File: config.mk
export PLATFORM = sky130hd
export DESIGN_NAME = safe_speed_monitor
export DESIGN_NICKNAME = d
export VERILOG_FILES = /design/src/ssm_pkg.sv /design/src/feedback_filter.sv /design/src/window_timer.sv /design/src/safe_speed_monitor.sv
export VERILOG_INCLUDE_DIRS = /design/src
export SDC_FILE = /design/constraint.sdc
export NUM_CORES = 1
export LEC_CHECK = 0
export ABC_CLOCK_PERIOD_IN_PS = 5900
export BUFFER_PORTS_ARGS = -buffer_cell sky130_fd_sc_hd__buf_2
export CORE_UTILIZATION = 40
export DETAILED_ROUTE_END_ITERATION = 10
export GPL_TIMING_DRIVEN = 0
export PLACE_DENSITY = 0.7
export SLEW_MARGIN = 25
export SYNTH_ARGS = -nofsm -noshare
export SYNTH_HDL_FRONTEND = slang
export SYNTH_SLANG_ARGS = --single-unit
File: constraint.sdc
create_clock -name pclk -period 5.9 [get_ports pclk]
set_clock_uncertainty 0.05 [all_clocks]
set_input_delay 1.18 -clock pclk [delete_from_list [all_inputs] [get_ports pclk]]
set_output_delay 1.18 -clock pclk [all_outputs]
set_load 0.1 [all_outputs]
File: src/ssm_regs.svh
// register map, field positions, reset values and timing counts of the
// encoderless safe speed monitor; assumes a 32-bit apb register bus
`ifndef SSM_REGS_SVH
`define SSM_REGS_SVH

// ****************************************************************
// register offsets (byte addresses)
// ****************************************************************
`define SSM_CTRL_OFS        12'h000
`define SSM_LIMIT_OFS       12'h004
`define SSM_HYST_OFS        12'h008
`define SSM_FILTER_OFS      12'h00C
`define SSM_STATUS_OFS      12'h010

// ****************************************************************
// control fields and reset values
// ****************************************************************
`define SSM_CTRL_BEHAV_BIT  0
`define SSM_CTRL_HYSTF_BIT  1
`define SSM_CTRL_FSPEC_LSB  4
`define SSM_CTRL_FSPEC_MSB  5
`define SSM_BEHAV_RST       1'b1
`define SSM_HYSTF_RST       1'b0
`define SSM_FSPEC_RST       2'h0
`define SSM_FSPEC_MODE_A    2'h1
`define SSM_FSPEC_MODE_B    2'h3
`define SSM_SPEED_RST       16'h0000

// ****************************************************************
// timing
// ****************************************************************
`define SSM_CLK_PERIOD_NS   10
`define SSM_WINDOW_MS       5000
`endif

File: src/ssm_pkg.sv
// types shared by the speed monitor and its helpers
// assumes ssm_regs.svh for all numeric constants
package ssm_pkg;

  // ****************************************************************
  // monitor states
  // ****************************************************************
  typedef enum logic [2:0] {
    st_idle,       // monitoring off
    st_monitor,    // pulses enabled, speed compared
    st_supp_zero,  // suppressed, feedback forced low
    st_decay,      // suppressed, waiting for zero speed
    st_sto_hold,   // internal torque off, wait for select
    st_sto_sel,    // torque off selected, wait for deselect
    st_window      // restart window running
  } monitor_state_t;

  // drive-side inputs, all synchronous to pclk
  typedef struct packed {
    logic signed [15:0] speed_actual;       // estimated speed, signed
    logic               pulses_suppressed;  // power stage pulses off
    logic               zero_speed;         // below zero-speed threshold
    logic               safe_torque_off;    // external torque-off select
    logic               ramp_stop_command;  // high = on, rise = enable
  } drive_in_t;

  // software settings
  typedef struct packed {
    logic [1:0]  function_specification;
    logic        hysteresis_filter_enable;
    logic        pulse_suppression_behaviour_bit;
    logic [15:0] speed_limit;
    logic [15:0] speed_hysteresis;
    logic [15:0] feedback_filter_time;
  } config_t;

endpackage

File: src/feedback_filter.sv
// debounce style low-pass on the below-limit comparison
// assumes one clock and inputs synchronous to it
`timescale 1ns/10ps
`default_nettype none

module feedback_filter
(
  // clock and reset
  input  wire logic        pclk,
  input  wire logic        presetn,
  // control
  input  wire logic        enable,       // filter active
  input  wire logic [15:0] filter_time,  // cycles a change must persist
  // data
  input  wire logic        raw,
  output      logic        filtered
);

  logic [15:0] count;  // cycles the new value has persisted

  // ****************************************************************
  // filter: a change passes only after it held for filter_time cycles
  // ****************************************************************
  always_ff @(posedge pclk or negedge presetn)
  begin
    if (!presetn)
    begin
      count    <= 16'h0000;
      filtered <= 1'b0;
    end
    else if (!enable || raw == filtered)
    begin
      // bypass or no pending change
      count    <= 16'h0000;
      filtered <= raw;
    end
    else if (count >= filter_time)
    begin
      count    <= 16'h0000;
      filtered <= raw;
    end
    else
    begin
      count <= count + 16'h0001;
    end
  end

endmodule // feedback_filter

`default_nettype wire

File: src/window_timer.sv
// one-shot restart window timer
// assumes start is a single-cycle strobe from the monitor; clear may stay high for many cycles
`timescale 1ns/10ps
`default_nettype none

module window_timer
#(
  parameter logic [31:0] WINDOW_CYCLES = 32'h1DCD6500
)
(
  // clock and reset
  input  wire logic pclk,
  input  wire logic presetn,
  // control
  input  wire logic start,    // open the window
  input  wire logic clear,    // stop without expiry
  // status
  output      logic running,
  output      logic expired   // one-cycle pulse at window end
);

  logic [31:0] count;  // cycles elapsed in the window

  // ****************************************************************
  // counter; clear beats start, so an enable stops it except in the deselect cycle, where the monitor masks clear with win_start
  // ****************************************************************
  always_ff @(posedge pclk or negedge presetn)
  begin
    if (!presetn)
    begin
      count   <= 32'h00000000;
      running <= 1'b0;
      expired <= 1'b0;
    end
    else
    begin
      expired <= 1'b0;
      if (clear)
      begin
        running <= 1'b0;
        count   <= 32'h00000000;
      end
      else if (start)
      begin
        running <= 1'b1;
        count   <= 32'h00000000;
      end
      else if (running)
      begin
        if (count == WINDOW_CYCLES - 32'h00000001)
        begin
          running <= 1'b0;
          expired <= 1'b1;
        end
        else
        begin
          count <= count + 32'h00000001;
        end
      end
    end
  end

endmodule // window_timer

`default_nettype wire

File: src/safe_speed_monitor.sv
// encoderless safe speed monitor with apb registers
// assumes drive inputs synchronous to pclk; pclk runs at 100 mhz
//
// Functional notes
// - encoderless only when specification is 1 or 3
// - behaviour bit 1: feedback zero at suppression
// - behaviour bit 0: freeze feedback, internal torque off
// - torque off asserted when speed reaches zero
// - internal torque off blocks re-acceleration
// - deselect opens window; enable starts, expiry re-asserts
// - bit 1: monitoring ends, resumes on enable
// - bit 1: restart needs enable only
// - feedback stays high while speed below limit
// - feedback stays low without below-limit sample
// - feedback set when speed under limit
// - zero limit disables the monitor
// - one bit enables hysteresis and filter
//
// The address map and the APB slave port were left to the implementer.
`include "ssm_regs.svh"
`timescale 1ns/10ps
`default_nettype none

module safe_speed_monitor
#(
  // restart window length in cycles, shortened in simulation
  parameter logic [31:0] WINDOW_CYCLES =
    32'(64'(`SSM_WINDOW_MS) * 64'd1000000 / 64'(`SSM_CLK_PERIOD_NS))
)
(
  // clock and reset
  input  wire logic              pclk,
  input  wire logic              presetn,
  // apb slave
  input  wire logic              psel,
  input  wire logic              penable,
  input  wire logic              pwrite,
  input  wire logic [11:0]       paddr,
  input  wire logic [31:0]       pwdata,
  output      logic [31:0]       prdata,
  output      logic              pready,
  output      logic              pslverr,
  // drive side
  input  wire ssm_pkg::drive_in_t drive_in,
  output      logic              below_limit_feedback,
  output      logic              internal_safe_torque_off,
  output      logic              pulse_enable_permit
);
  import ssm_pkg::*;

  // ****************************************************************
  // declarations
  // ****************************************************************
  config_t        cfg;             // software settings
  monitor_state_t state;           // monitor sequence
  monitor_state_t next_state;
  logic           ramp_prev;       // last ramp stop level
  logic           enable_edge;     // rising edge = pulse enable
  logic           encoderless_ok;  // mode selected and limit set
  logic [15:0]    speed_mag;       // speed magnitude
  logic           raw_below;       // comparison before filter
  logic           filtered;        // comparison after filter
  logic           win_start;       // deselect edge strobe
  logic           win_clear;       // enable inside window, or any state but st_window
  logic           win_running;
  logic           win_expired;
  logic           apb_access;      // access phase of a transfer
  logic           apb_done;        // completing edge
  logic           addr_hit;        // decoded offset exists

  // ****************************************************************
  // helpers
  // ****************************************************************
  // magnitude of a signed speed, saturating the most negative value
  function automatic logic [15:0] magnitude(input logic signed [15:0] v);
    if (v == 16'sh8000)
      magnitude = 16'h7FFF;
    else if (v < 0)
      magnitude = 16'(-v);
    else
      magnitude = 16'(v);
  endfunction

  // true for a mapped register offset
  function automatic logic mapped(input logic [11:0] a);
    mapped = (a == `SSM_CTRL_OFS) || (a == `SSM_LIMIT_OFS)
          || (a == `SSM_HYST_OFS) || (a == `SSM_FILTER_OFS)
          || (a == `SSM_STATUS_OFS);
  endfunction

  // ****************************************************************
  // apb slave: one wait state, then pready for a single cycle
  // ****************************************************************
  assign apb_access = psel && penable;
  assign apb_done   = apb_access && pready;
  assign addr_hit   = mapped(paddr);

  // ready and error strobes
  always_ff @(posedge pclk or negedge presetn)
  begin
    if (!presetn)
    begin
      pready  <= 1'b0;
      pslverr <= 1'b0;
    end
    else
    begin
      pready  <= apb_access && !pready;
      pslverr <= apb_access && !pready && !addr_hit;
    end
  end

  // register writes, taken only on the completing edge
  always_ff @(posedge pclk or negedge presetn)
  begin
    if (!presetn)
    begin
      cfg.pulse_suppression_behaviour_bit <= `SSM_BEHAV_RST;
      cfg.hysteresis_filter_enable        <= `SSM_HYSTF_RST;
      cfg.function_specification          <= `SSM_FSPEC_RST;
      cfg.speed_limit                     <= `SSM_SPEED_RST;
      cfg.speed_hysteresis                <= `SSM_SPEED_RST;
      cfg.feedback_filter_time            <= `SSM_SPEED_RST;
    end
    else if (apb_done && pwrite)
    begin
      if (paddr == `SSM_CTRL_OFS)
      begin
        cfg.pulse_suppression_behaviour_bit <= pwdata[`SSM_CTRL_BEHAV_BIT];
        cfg.hysteresis_filter_enable        <= pwdata[`SSM_CTRL_HYSTF_BIT];
        cfg.function_specification <= pwdata[`SSM_CTRL_FSPEC_MSB:`SSM_CTRL_FSPEC_LSB];
      end
      else if (paddr == `SSM_LIMIT_OFS)
        cfg.speed_limit <= pwdata[15:0];
      else if (paddr == `SSM_HYST_OFS)
        cfg.speed_hysteresis <= pwdata[15:0];
      else if (paddr == `SSM_FILTER_OFS)
        cfg.feedback_filter_time <= pwdata[15:0];
      // status and unmapped offsets ignore writes
    end
  end

  // read data, loaded with the wait state so it is valid with pready
  always_ff @(posedge pclk or negedge presetn)
  begin
    if (!presetn)
      prdata <= 32'h00000000;
    else if (apb_access && !pready && !pwrite)
    begin
      prdata <= 32'h00000000;
      if (paddr == `SSM_CTRL_OFS)
      begin
        prdata[`SSM_CTRL_BEHAV_BIT] <= cfg.pulse_suppression_behaviour_bit;
        prdata[`SSM_CTRL_HYSTF_BIT] <= cfg.hysteresis_filter_enable;
        prdata[`SSM_CTRL_FSPEC_MSB:`SSM_CTRL_FSPEC_LSB] <= cfg.function_specification;
      end
      else if (paddr == `SSM_LIMIT_OFS)
        prdata[15:0] <= cfg.speed_limit;
      else if (paddr == `SSM_HYST_OFS)
        prdata[15:0] <= cfg.speed_hysteresis;
      else if (paddr == `SSM_FILTER_OFS)
        prdata[15:0] <= cfg.feedback_filter_time;
      else if (paddr == `SSM_STATUS_OFS)
        prdata[3:0] <= {state != st_idle, win_running,
                        internal_safe_torque_off, below_limit_feedback};
    end
  end

  // ****************************************************************
  // speed comparison
  // ****************************************************************
  // only modes 1 and 3 run without encoder; zero limit switches off
  assign encoderless_ok =
    ((cfg.function_specification == `SSM_FSPEC_MODE_A) ||
     (cfg.function_specification == `SSM_FSPEC_MODE_B)) &&
    (cfg.speed_limit != 16'h0000);

  assign speed_mag = magnitude(drive_in.speed_actual);

  // with hysteresis the signal releases only at or above limit plus band
  always_comb
  begin
    if (cfg.hysteresis_filter_enable && filtered)
      raw_below = {1'b0, speed_mag} <
                  ({1'b0, cfg.speed_limit} + {1'b0, cfg.speed_hysteresis});
    else
      raw_below = speed_mag < cfg.speed_limit;
  end

  feedback_filter u_filter
  (
    .pclk        (pclk),
    .presetn     (presetn),
    .enable      (cfg.hysteresis_filter_enable),
    .filter_time (cfg.feedback_filter_time),
    .raw         (raw_below),
    .filtered    (filtered)
  );

  // ****************************************************************
  // restart window
  // ****************************************************************
  // edge taken from the previous sample; inputs are already synchronous
  always_ff @(posedge pclk or negedge presetn)
  begin
    if (!presetn)
      ramp_prev <= 1'b0;
    else
      ramp_prev <= drive_in.ramp_stop_command;
  end

  assign enable_edge = drive_in.ramp_stop_command && !ramp_prev;
  assign win_start   = (state == st_sto_sel) && !drive_in.safe_torque_off;
  assign win_clear   = (state != st_window) || enable_edge;

  window_timer #(.WINDOW_CYCLES(WINDOW_CYCLES)) u_window
  (
    .pclk    (pclk),
    .presetn (presetn),
    .start   (win_start),
    .clear   (win_clear && !win_start),
    .running (win_running),
    .expired (win_expired)
  );

  // ****************************************************************
  // monitor sequence
  // ****************************************************************
  always_comb
  begin
    next_state = state;
    if (!encoderless_ok)
      next_state = st_idle;
    else
    begin
      case (state)
        st_idle:
          // power-up with pulses off goes through torque off only with behaviour bit 0
          if (!drive_in.pulses_suppressed)
            next_state = st_monitor;
          else if (cfg.pulse_suppression_behaviour_bit)
            next_state = st_supp_zero;
          else
            next_state = st_sto_hold;
        st_monitor:
          if (drive_in.pulses_suppressed)
            next_state = cfg.pulse_suppression_behaviour_bit ?
                         st_supp_zero : st_decay;
        st_supp_zero:
          if (enable_edge)
            next_state = st_monitor;
        st_decay:
          if (drive_in.zero_speed)
            next_state = st_sto_hold;
        st_sto_hold:
          if (drive_in.safe_torque_off)
            next_state = st_sto_sel;
        st_sto_sel:
          if (!drive_in.safe_torque_off)
            next_state = st_window;
        st_window:
          if (drive_in.safe_torque_off)
            next_state = st_sto_sel;
          else if (enable_edge)
            next_state = st_monitor;
          else if (win_expired)
            next_state = st_sto_hold;
        default:
          next_state = st_idle;
      endcase
    end
  end

  // state register
  always_ff @(posedge pclk or negedge presetn)
  begin
    if (!presetn)
      state <= st_idle;
    else
      state <= next_state;
  end

  // torque off and pulse permission follow the next state
  always_ff @(posedge pclk or negedge presetn)
  begin
    if (!presetn)
    begin
      internal_safe_torque_off <= 1'b0;
      pulse_enable_permit      <= 1'b0;
    end
    else
    begin
      internal_safe_torque_off <= (next_state == st_sto_hold) ||
                                  (next_state == st_sto_sel)  ||
                                  (next_state == st_window);
      pulse_enable_permit <= (next_state == st_monitor) ||
                             (next_state == st_idle);
    end
  end

  // feedback: live, forced low or frozen depending on the sequence
  always_ff @(posedge pclk or negedge presetn)
  begin
    if (!presetn)
      below_limit_feedback <= 1'b0;
    else
    begin
      case (state)
        st_monitor:
          if (!drive_in.pulses_suppressed)
            below_limit_feedback <= filtered;
          else if (cfg.pulse_suppression_behaviour_bit)
            below_limit_feedback <= 1'b0;
        st_supp_zero, st_idle:
          below_limit_feedback <= 1'b0;
        default:
          // no speed can be estimated, so the last value is held
          below_limit_feedback <= below_limit_feedback;
      endcase
    end
  end

  // ****************************************************************
  // assertions
  // ****************************************************************
  mode_gate_a: assert property (@(posedge pclk) disable iff (!presetn)
    !encoderless_ok |=> state == st_idle && !internal_safe_torque_off)
    else $error("monitor active outside encoderless mode");

  limit_zero_a: assert property (@(posedge pclk) disable iff (!presetn)
    cfg.speed_limit == 16'h0000 |=> ##1 !below_limit_feedback)
    else $error("feedback high with zero limit");

  force_zero_a: assert property (@(posedge pclk) disable iff (!presetn)
    state == st_monitor && drive_in.pulses_suppressed
    && cfg.pulse_suppression_behaviour_bit |=> !below_limit_feedback)
    else $error("feedback not cleared at suppression");

  freeze_a: assert property (@(posedge pclk) disable iff (!presetn)
    state == st_monitor && drive_in.pulses_suppressed && encoderless_ok
    && !cfg.pulse_suppression_behaviour_bit
    |=> $stable(below_limit_feedback) && state == st_decay)
    else $error("feedback not frozen at suppression");

  sto_at_zero_a: assert property (@(posedge pclk) disable iff (!presetn)
    state == st_decay && drive_in.zero_speed && encoderless_ok
    |=> internal_safe_torque_off && !pulse_enable_permit)
    else $error("torque off missing at zero speed");

  sto_blocks_a: assert property (@(posedge pclk) disable iff (!presetn)
    internal_safe_torque_off |-> !pulse_enable_permit)
    else $error("pulses permitted under torque off");

  window_open_a: assert property (@(posedge pclk) disable iff (!presetn)
    state == st_sto_sel && !drive_in.safe_torque_off && encoderless_ok
    |=> win_running && state == st_window)
    else $error("window not opened on deselect");

  window_expiry_a: assert property (@(posedge pclk) disable iff (!presetn)
    state == st_window && win_expired && encoderless_ok
    && !drive_in.safe_torque_off && !enable_edge
    |=> state == st_sto_hold && internal_safe_torque_off)
    else $error("torque off not reasserted after window");

  window_start_a: assert property (@(posedge pclk) disable iff (!presetn)
    state == st_window && enable_edge && encoderless_ok
    && !drive_in.safe_torque_off
    |=> pulse_enable_permit ##1 !win_running)
    else $error("enable inside window did not start motor");

  restart_a: assert property (@(posedge pclk) disable iff (!presetn)
    state == st_supp_zero && enable_edge && encoderless_ok
    |=> state == st_monitor && pulse_enable_permit)
    else $error("restart on enable refused");

  below_set_a: assert property (@(posedge pclk) disable iff (!presetn)
    state == st_monitor && !cfg.hysteresis_filter_enable && raw_below
    ##1 state == st_monitor && !drive_in.pulses_suppressed
    |=> below_limit_feedback)
    else $error("feedback not set below limit");

endmodule // safe_speed_monitor

`default_nettype wire

==> reports/metrics.yaml, run 1 <==
global_route:
  grt_pass1_vias: 6656
  use_met3_pct: 4.61
  antenna_found_initial: 1
  use_met2_pct: 31.4
  top_usage_layer: "met2"
  grt_pass1_wl_mm: 33.9
  gr-total-overflow: 0
  met1_usage_pct: 27.8
  grt_usage_pct: 20.0
  grt_max_degree: 83
logic_synthesis:
  synth_top_cell_by_area: "dfrtp_1"
  synth_edf_count: 0
  syn_avg_cell_area_um2: 9.19
  netlist-cell-type-count: 66
  synthFlopType: "dfrtp_1"
  yosysTopAreaCellShare_pct: 38.3
  async_reset_ff_share_pct: 100
  synthTopCellsByArea: "dfrtp_1, ha_1, nand2_1"
  mappedNetlistArea_mm2: 0.00829
  yosys_warnings: 0
  synth_cells: 902
  seq_area_frac_synth_pct: 38.7
  ys_ff_latch: 128
floorplanning:
  start_util_pct: 40.8
  io_pins: 106
  core_mm2: 0.0203
  row_count: 52
  die-area_mm2: 0.0213
  die_h_um: 146
  dieWidth_um: 146
finish:
  area_growth_pct: 16.8
  multi_input_area_mm2: 0.00471
  nets: 1144
  layout-drive-gt1-share_pct: 16.4
  seq_area_mm2: 0.00320
  stdcell_count: 1292
  n_fill_cell: 1917
sta:
  tns_ns: 0
  hold_viol: 0
  max_freq_mhz: 216
  period_needed_ns: 4.62
  layout_setup_ws_ns: 1.28
  tightest_slew_ns: 0.790
  setup_viol: 0
  max_slew_margin_pct: 47.3
  fin_crit_sh_pct: 78.4
  slew_violations: 0
  rsz0062_at_grt: "no"
worst_setup_path:
  reg2regPathDepth: 16
  r2r_setup_slack_ns: 1.28
  regToRegStartpoint: "cfg[33]$_DFFE_PN0P_"
  r2r-end: "u_filter.count[5]$_DFF_PN0_"
  end_kind: "flip-flop"
  start_kind: "input pin"
  crit_path_max_fanout: 10
  path_class: "in2reg"
  worstPathRequired_ns: 6.19
  worst-endpoint-arrival_ns: 4.91
place:
  hpwlAfterDp_mm: 15.5
  io_buffer_count: 72
  dp.cells: 1260
  gp_congestion: 0.899
  dp_slack_ns: 0.839
job:
  cap_violations: 0
power_and_ir_drop:
  pwr_density_cell_mw_per_mm2: 221
  ir_drop_mv: 0.143
  p_leak_nw: 4.76
clocking:
  numCtsBuffers: 17
  cts_tree: "yes"
  clk_latency_ns: 0.42
  cts.root.buffer_cell: "clkbuf_16"
  cts.sinks: 128
  cts_resized: 0
  clk_path_buf_depth: 2
  clk_pin_slew_ns: 0.05
  h-tree-depth: 4
  cts.hold.buffers_added: 0
  post_cts_buffers: 0
hold_path:
  hold-path-endpoint: "prdata[5]$_DFFE_PN0P_"
  min_path_type: "reg2reg"
  hold_start: "prdata[5]$_DFFE_PN0P_"
  hold_path_depth: 2
drt:
  num_vias: 6863
  wire_per_inst_um: 15.6
  drt-total-wl_mm: 20.1
  first_pass_iters: 6
  via_per_inst: 5.31
  postRouteAntennaNets: 0
  drt_iter0_markers: 436
  drcViolationCount: 0
run_status:
  status: "complete, no violations"
## area by class of cell
| class | instances | share of cell area, % |
|---|---|---|
| Buffer | 45 | 2.55 |
| Antenna cell | 2 | 0.0517 |
| Timing Repair Buffer | 73 | 4.11 |
| Sequential cell | 128 | 33.1 |
| Multi-Input combinational cell | 696 | 48.7 |
| Tap cell | 270 | 3.49 |
| Clock buffer | 25 | 5.12 |
| Clock inverter | 5 | 1.06 |
| Inverter | 48 | 1.86 |
## metal layers
layer | wire [um] | part of all wire (%)
met5 | 0 | 0
met4 | 238 | 1.2
met3 | 1140 | 5.7
met2 | 9020 | 45
met1 | 9710 | 48
## synthesized netlist by cell type (8+ instances only)
master,number
dfrtp_1,127
nand2_1,106
nor2_1,73
o21ai_0,67
ha_1,65
inv_1,48
a21oi_1,39
xor2_1,35
nand3_1,33
mux2_2,32
xnor2_1,29
a21o_1,28
clkbuf_1,24
and3_1,18
buf_4,16
nor3_1,14
nand4_1,13
nor2b_1,12
nor4_1,12
nand2b_1,9
and4_1,8
## critical path, cell delays in order
cell and delay (ns):
buf_2 0.12, inv_1 0.07, ha_1 0.18, or4b_1 0.56, nor4_4 0.34, nand2_1 0.15
clkbuf_1 0.24, o21ai_0 0.20, ha_1 0.31, and2_0 0.17, a221o_1 0.31, nand2_1 0.08
o2111ai_1 0.12, nor3b_1 0.47, a31oi_4 0.12, buf_6 0.18, nor2_1 0.11
## worst max path at each step
| stage | end | from |
|---|---|---|
| detailed placement | u_filter.count[11]$_DFF_PN0_ | drive_in[4] |
| CTS | u_filter.count[5]$_DFF_PN0_ | drive_in[5] |
| global route | u_filter.count[5]$_DFF_PN0_ | drive_in[4] |
| floorplan | u_filter.count[10]$_DFF_PN0_ | drive_in[12] |
| global placement | u_filter.count[11]$_DFF_PN0_ | drive_in[4] |
| finish | u_filter.count[5]$_DFF_PN0_ | drive_in[4] |
## power breakdown
group          internal (mW)  total [mW]  switching [mW]
sequential             0.880       0.881        0.000770
clock                  0.704        1.08           0.372
combinational         0.0541       0.181           0.127
total                   1.64        2.14           0.500
## per-stage QoR
stage | power, mW | area, um^2 | hold slack (ns) | util (%)
final | 2.14 | 9680 | 0.426 | 47.7
after global placement | 1.07 | 9040 | 0.412 | 44.5
after global routing | 2.21 | 9680 | 0.445 | 47.7
after CTS | 2.15 | 9680 | 0.429 | 47.7
after floorplan | 1.01 | 8340 | 0.426 | -
after detailed placement | 1.08 | 9080 | 0.412 | 44.7
## cells in the final DEF (no fill, tap or decap), types with 3 or more instances in the layout
master	Yosys	layout
o21ai_0	67	67
or3_1	3	3
buf_2	2	73
clkbuf_8	0	4
a211o_1	5	5
nand2_1	106	106
nor2b_1	12	12
nor3_1	14	14
ha_1	65	65
inv_1	48	48
nor2_1	73	73
nand3_1	33	33
nand4_1	13	13
nor3b_1	5	5
o21a_1	3	3
mux2_2	32	32
and4_1	8	8
or2_2	3	3
nand2b_1	9	9
nor4_1	12	12
a21oi_1	39	39
o211ai_1	4	4
a211oi_1	4	4
dfrtp_1	127	127
xnor2_1	29	29
buf_4	16	16
mux2i_1	3	3
a21o_1	28	28
clkbuf_1	24	28
and2_1	3	3
a31oi_1	5	5
o31ai_1	5	5
clkbuf_16	0	17
and3_1	18	18
xor2_1	35	35
mux4_2	4	4
conb_1	1	16
bufinv_16	0	3
a311o_1	3	3
## cells by family after synthesis
| group | count (synthesis) | share of synthesized area [%] |
|---|---|---|
| AND/OR/NAND/NOR | 326 | 19.4 |
| AO/OA/AOI/OAI | 185 | 14.1 |
| flip-flops | 128 | 38.7 |
| buffers and inverters | 93 | 5.15 |
| adder cells (fa/ha/maj) | 66 | 10.1 |
| XOR/XNOR | 64 | 6.76 |
| multiplexers | 39 | 5.80 |
| other | 1 | 0.0452 |
## sequential cells by signal (all words and copies together) (netlist names)
name and flops:
pulse_enable_permit 1, pready 1, state 3, u_filter.filtered 1, pslverr 1, u_window.running 1
u_window.expired 1, u_window.count 32, ramp_prev 1, internal_safe_torque_off 1, u_filter.count 16, below_limit_feedback 1
cfg 52, prdata 16
Power figures use the tool's default switching activity.
==> run 2: changes to the inputs <==
- ABC_CLOCK_PERIOD_IN_PS: 5900 -> 4000
- PLACE_DENSITY: 0.7 -> 0.72
- clock period: 5.9 -> 4 ns (I/O delays scaled with it)
==> reports/metrics.yaml, run 2 (same netlist as run 1, synthesis figures left out) <==
drt:
  via_per_inst: 5.36
  drcViolationCount: 0
  drt-total-wl_mm: 21.2
  drt_iter0_markers: 561
  wire_per_inst_um: 16.3
  num_vias: 6993
  first_pass_iters: 4
  postRouteAntennaNets: 0
worst_setup_path:
  path_class: "in2reg"
  regToRegStartpoint: "cfg[17]$_DFFE_PN0P_"
  r2r-end: "u_filter.count[13]$_DFF_PN0_"
  endpoint: "u_filter.count[5]$_DFF_PN0_"
  crit_path_max_fanout: 5
  start_kind: "input pin"
  end_kind: "flip-flop"
  reg2regPathDepth: 16
  r2r_setup_slack_ns: 0.20
  worst-endpoint-arrival_ns: 4.09
  worstPathRequired_ns: 4.26
  crit_path_start: "drive_in[12]"
clocking:
  cts.sinks: 128
  clk_pin_slew_ns: 0.06
  h-tree-depth: 4
  cts_tree: "yes"
  clk_path_buf_depth: 2
  clk_latency_ns: 0.42
  cts.hold.buffers_added: 0
  numCtsBuffers: 17
  cts.root.buffer_cell: "clkbuf_16"
floorplanning:
  dieWidth_um: 146
  start_util_pct: 40.8
  io_pins: 106
  core_mm2: 0.0203
  die-area_mm2: 0.0213
  row_count: 52
  die_h_um: 146
hold_path:
  min_path_type: "in2async"
sta:
  max_freq_mhz: 261
  hold_ws_ns: 0.243
  fin_crit_sh_pct: 95.8
  slew_violations: 0
  hold_viol: 0
  period_needed_ns: 3.83
  max_slew_margin_pct: 40.8
  setup_viol: 0
  tightest_slew_ns: 0.888
global_route:
  grt_pass1_vias: 6795
  gr-total-overflow: 0
  grt_pass1_wl_mm: 34.7
  grt_max_degree: 74
  grt_usage_pct: 20.5
  antenna_found_initial: 0
power_and_ir_drop:
  p_leak_nw: 4.86
  pwr_density_cell_mw_per_mm2: 320
  ir_drop_mv: 0.279
job:
  cap_violations: 0
finish:
  nets: 1157
  layout-drive-gt1-share_pct: 20.2
  largest_register_ffs: 52
  antenna_cells: 0
  final_common_cell: "dfrtp_1"
  area_growth_pct: 19.5
  most-common-layout-cells: "dfrtp_1, nand2_1, nor2_1, buf_2, ha_1"
  stdcell_count: 1305
  regMostFlops: "cfg"
  top_regs: "cfg: 52 flops, u_window.count: 32 flops"
run_status:
  status: "complete, no violations"
place:
  gp_congestion: 0.861
  hpwlAfterDp_mm: 15.8
  io_buffer_count: 72
  dp.cells: 1260
-- run 2: layout make-up --
cell class | count | area, um^2
clock inverters | 14 | 164
plain buffers | 45 | 250
well taps | 270 | 338
repair buffers | 86 | 503
clock buffers | 18 | 439
fillers | 1882 | 10400
flip-flops and latches | 128 | 3210
multi-input cells | 696 | 4820
inverters | 48 | 180
-- run 2: where the power goes --
group          switching (mW)  leakage, nW  total, mW  internal [mW]
registers             0.00117         1.61       1.30           1.30
logic                   0.192         2.95      0.273         0.0818
clock network           0.603        0.292       1.60          0.994
-- run 2: worst max-delay path: stages --
cell and delay, ns:
buf_2 0.11, or4_4 0.57, or4_4 0.46, o31ai_2 0.22, xor2_1 0.18, nand2_1 0.10, ha_1 0.30, and4_4 0.23
nand4_1 0.13, a211o_1 0.27, nor3b_2 0.19, a31oi_4 0.30, buf_6 0.17, nor2_1 0.05
-- run 2: metrics by stage --
stage | util, % | power, mW | setup slack [ns] | instance area (um^2) | setup TNS (ns)
after global placement | 44.5 | 1.58 | -0.662 | 9040 | -9.67
after detailed placement | 44.7 | 1.59 | -0.745 | 9080 | -10.64
after global routing | 48.8 | 3.26 | -0.0274 | 9900 | -0.169
after floorplan | - | 1.49 | 0.0658 | 8340 | 0
final | 48.8 | 3.17 | 0.169 | 9900 | 0
after CTS | 48.1 | 3.17 | 0.000668 | 9760 | 0
-- run 2: worst min path at each step --
stage,startpoint,to,slack (ns),depth (start not counted)
final,presetn,internal_safe_torque_off$_DFF_PN0_,0.24,1
after global routing,presetn,internal_safe_torque_off$_DFF_PN0_,0.27,1
after CTS,presetn,internal_safe_torque_off$_DFF_PN0_,0.26,1
after detailed placement,prdata[10]$_DFFE_PN0P_,prdata[10]$_DFFE_PN0P_,0.42,1
after global placement,prdata[6]$_DFFE_PN0P_,prdata[6]$_DFFE_PN0P_,0.41,1
after floorplan,cfg[51]$_DFFE_PN0P_,cfg[51]$_DFFE_PN0P_,0.43,1
-- run 2: metal layers --
metal	up-vias	wire, um	global-route usage (%)
li1	3400	-	-
met1	3377	10000	28.5
met2	185	9790	32.2
met3	31	1080	3.39
met4	0	348	7.11
met5	-	0	0
-- run 2: what timing repair did --
action / 4_1_cts / 5_1_grt
buffers inserted: 4 / 8
pin swaps: 3 / 18
gates resized for setup: 12 / 26
setup endpoints to repair: 17 / 17
cloned: 0 / 1
==> run 3: changes to the inputs <==
- CELL_PAD_IN_SITES_DETAIL_PLACEMENT: unset -> 2
- CELL_PAD_IN_SITES_GLOBAL_PLACEMENT: unset -> 2
- CORE_UTILIZATION: 40 -> 33
- PLACE_DENSITY: 0.72 -> 0.88
==> reports/metrics.yaml, run 3 (same netlist as run 1, synthesis figures left out) <==
finish:
  multi_input_area_mm2: 0.00507
  n_fill_cell: 2606
  area_growth_pct: 26.1
  most-common-layout-cells: "dfrtp_1, nand2_1, buf_2, o21ai_0, nor2_1"
  antenna_cells: 0
  largest_register_ffs: 52
  seq_area_mm2: 0.00321
  final_common_cell: "dfrtp_1"
  layout-drive-gt1-share_pct: 24.8
  nets: 1178
  final_area_mm2: 0.0105
  top_regs: "cfg: 52 flops, u_window.count: 32 flops"
  regMostFlops: "cfg"
sta:
  max_freq_mhz: 235
  slew_violations: 0
  rsz0062_at_grt: "yes"
  hold_ws_ns: 0.208
  fin_crit_sh_pct: 107
  period_needed_ns: 4.26
  tns_ns: -3.78
  layout_setup_ws_ns: -0.261
  tightest_slew_ns: 0.971
  setup_viol: 16
  max_slew_margin_pct: 35.3
  hold_viol: 0
worst_setup_path:
  worst-endpoint-arrival_ns: 4.53
  start_kind: "flip-flop"
  crit_family: "compound AO/OA/AOI/OAI gates"
  worstPathRequired_ns: 4.27
  cp_num_buf_inv: 1
  end_kind: "flip-flop"
  slowest_delay_ns: 0.47
  crit_chain: "ha_4 > fa_2 > a21oi_4 > o21ai_4 > a211oi_2 > o21bai_1 > a21oi_2 > xor2_1 > ha_1 > a21oi_1 > a31oi_4 > a211oi_4 > a21oi_2 > a31oi_4 > buf_8 > nor2_4"
  crit_path_max_fanout: 5
  path_class: "reg2reg"
  cpMaxStageDelayCell: "dfrtp_2"
clocking:
  cts.sinks: 128
  clk_path_buf_depth: 2
  clk_pin_slew_ns: 0.07
  cts.root.buffer_cell: "clkbuf_16"
  cts_tree: "yes"
  h-tree-depth: 4
  numCtsBuffers: 17
  clk_latency_ns: 0.44
run_status:
  status: "finished with violations"
  violations: "negative setup slack"
power_and_ir_drop:
  p_switching_uw: 914
  p_comb_share_pct: 9.3
  ir_drop_mv: 0.241
  seqPwrFrac_pct: 37.4
  sw_frac_of_total_pct: 26.4
  p_clk_share_pct: 53.3
  internal_power_mw: 2.55
  p_leak_nw: 5.02
  pwr_density_cell_mw_per_mm2: 332
global_route:
  grt_pass1_wl_mm: 48.1
  grt_max_degree: 85
  gr-total-overflow: 0
  grt_usage_pct: 24.1
  antenna_found_initial: 0
  grt_pass1_vias: 8488
drt:
  wire_per_inst_um: 26.3
  drt-total-wl_mm: 36.2
  first_pass_iters: 5
  postRouteAntennaNets: 0
  num_vias: 8042
  drt_iter0_markers: 392
  drcViolationCount: 0
  via_per_inst: 5.83
floorplanning:
  row_count: 57
  die_h_um: 160
  core_mm2: 0.0245
  die-area_mm2: 0.0258
  start_util_pct: 33.9
  io_pins: 106
  dieWidth_um: 160
place:
  place_area_mm2: 0.00915
  gp_congestion: 0.800
  io_buffer_count: 72
  hpwlAfterDp_mm: 20.5
hold_path:
  min_path_type: "in2async"
job:
  cap_violations: 0
## run 3: changes by cell type in the layout (fill, tap and decap cells not counted), sizes merged
cell / previous run / this run
clkinvlp: 3 / 2
inv: 50 / 51
clkbuf: 41 / 44
clkinv: 6 / 1
bufinv: 3 / 5
buf: 108 / 129
## run 3: layout make-up
cell class	instances	share of cell area, %
well taps	324	3.88
flip-flops and latches	128	30.7
plain buffers	45	2.43
multi-input cells	696	48.5
repair buffers	107	6.35
inverters	48	1.75
clock inverters	11	1.91
clock buffers	21	4.50
## run 3: per-stage QoR
stage	utilization, %	std cells	setup slack, ns	power (mW)
CTS	40.6	1352	0.000126	3.40
finish	42.7	1380	-0.261	3.47
global route	42.7	1380	-0.289	3.55
floorplan	-	917	0.0658	1.49
global placement	37.2	1313	-0.751	1.59
detailed placement	37.4	1314	-0.901	1.60
## run 3: worst paths after layout
kind,startpoint,endpoint,slack [ns],depth (start not counted)
hold / removal,presetn,cfg[34]$_DFFE_PN0P_,0.21,1
setup / recovery,cfg[32]$_DFFE_PN0P_,u_filter.count[11]$_DFF_PN0_,-0.26,16
hold reg to reg,prdata[3]$_DFFE_PN0P_,prdata[3]$_DFFE_PN0P_,0.43,2
max in group asynchronous,presetn,cfg[13]$_DFFE_PN0P_,2.88,2
setup reg to reg,cfg[32]$_DFFE_PN0P_,u_filter.count[11]$_DFF_PN0_,-0.26,16
min in group pclk,drive_in[0],ramp_prev$_DFF_PN0_,0.43,1
## run 3: per-layer routing
layer	up-vias	global-route usage [%]	part of all wire (%)
li1	3436	-	-
met1	4185	30.1	40
met2	294	42.2	51
met3	127	3.64	4.5
met4	0	8.18	4.9
met5	-	0	0
## run 3: timing repair
action | 4_1_cts | 5_1_grt
gates resized for setup | 22 | 73
pin swaps | 10 | 48
gates cloned | 0 | 1
hold buffers | 0 | 0
setup endpoints to repair | 17 | 17
buffers inserted | 6 | 27
## run 3: power groups by stage
| stage | clock network [mW] | registers (mW) | logic [mW] |
|---|---|---|---|
| global route | 1.91 | 1.30 | 0.340 |
| floorplan | 0 | 1.33 | 0.163 |
| global placement | 0 | 1.32 | 0.263 |
| detailed placement | 0 | 1.32 | 0.279 |
| CTS | 1.82 | 1.30 | 0.283 |
| finish | 1.85 | 1.30 | 0.323 |
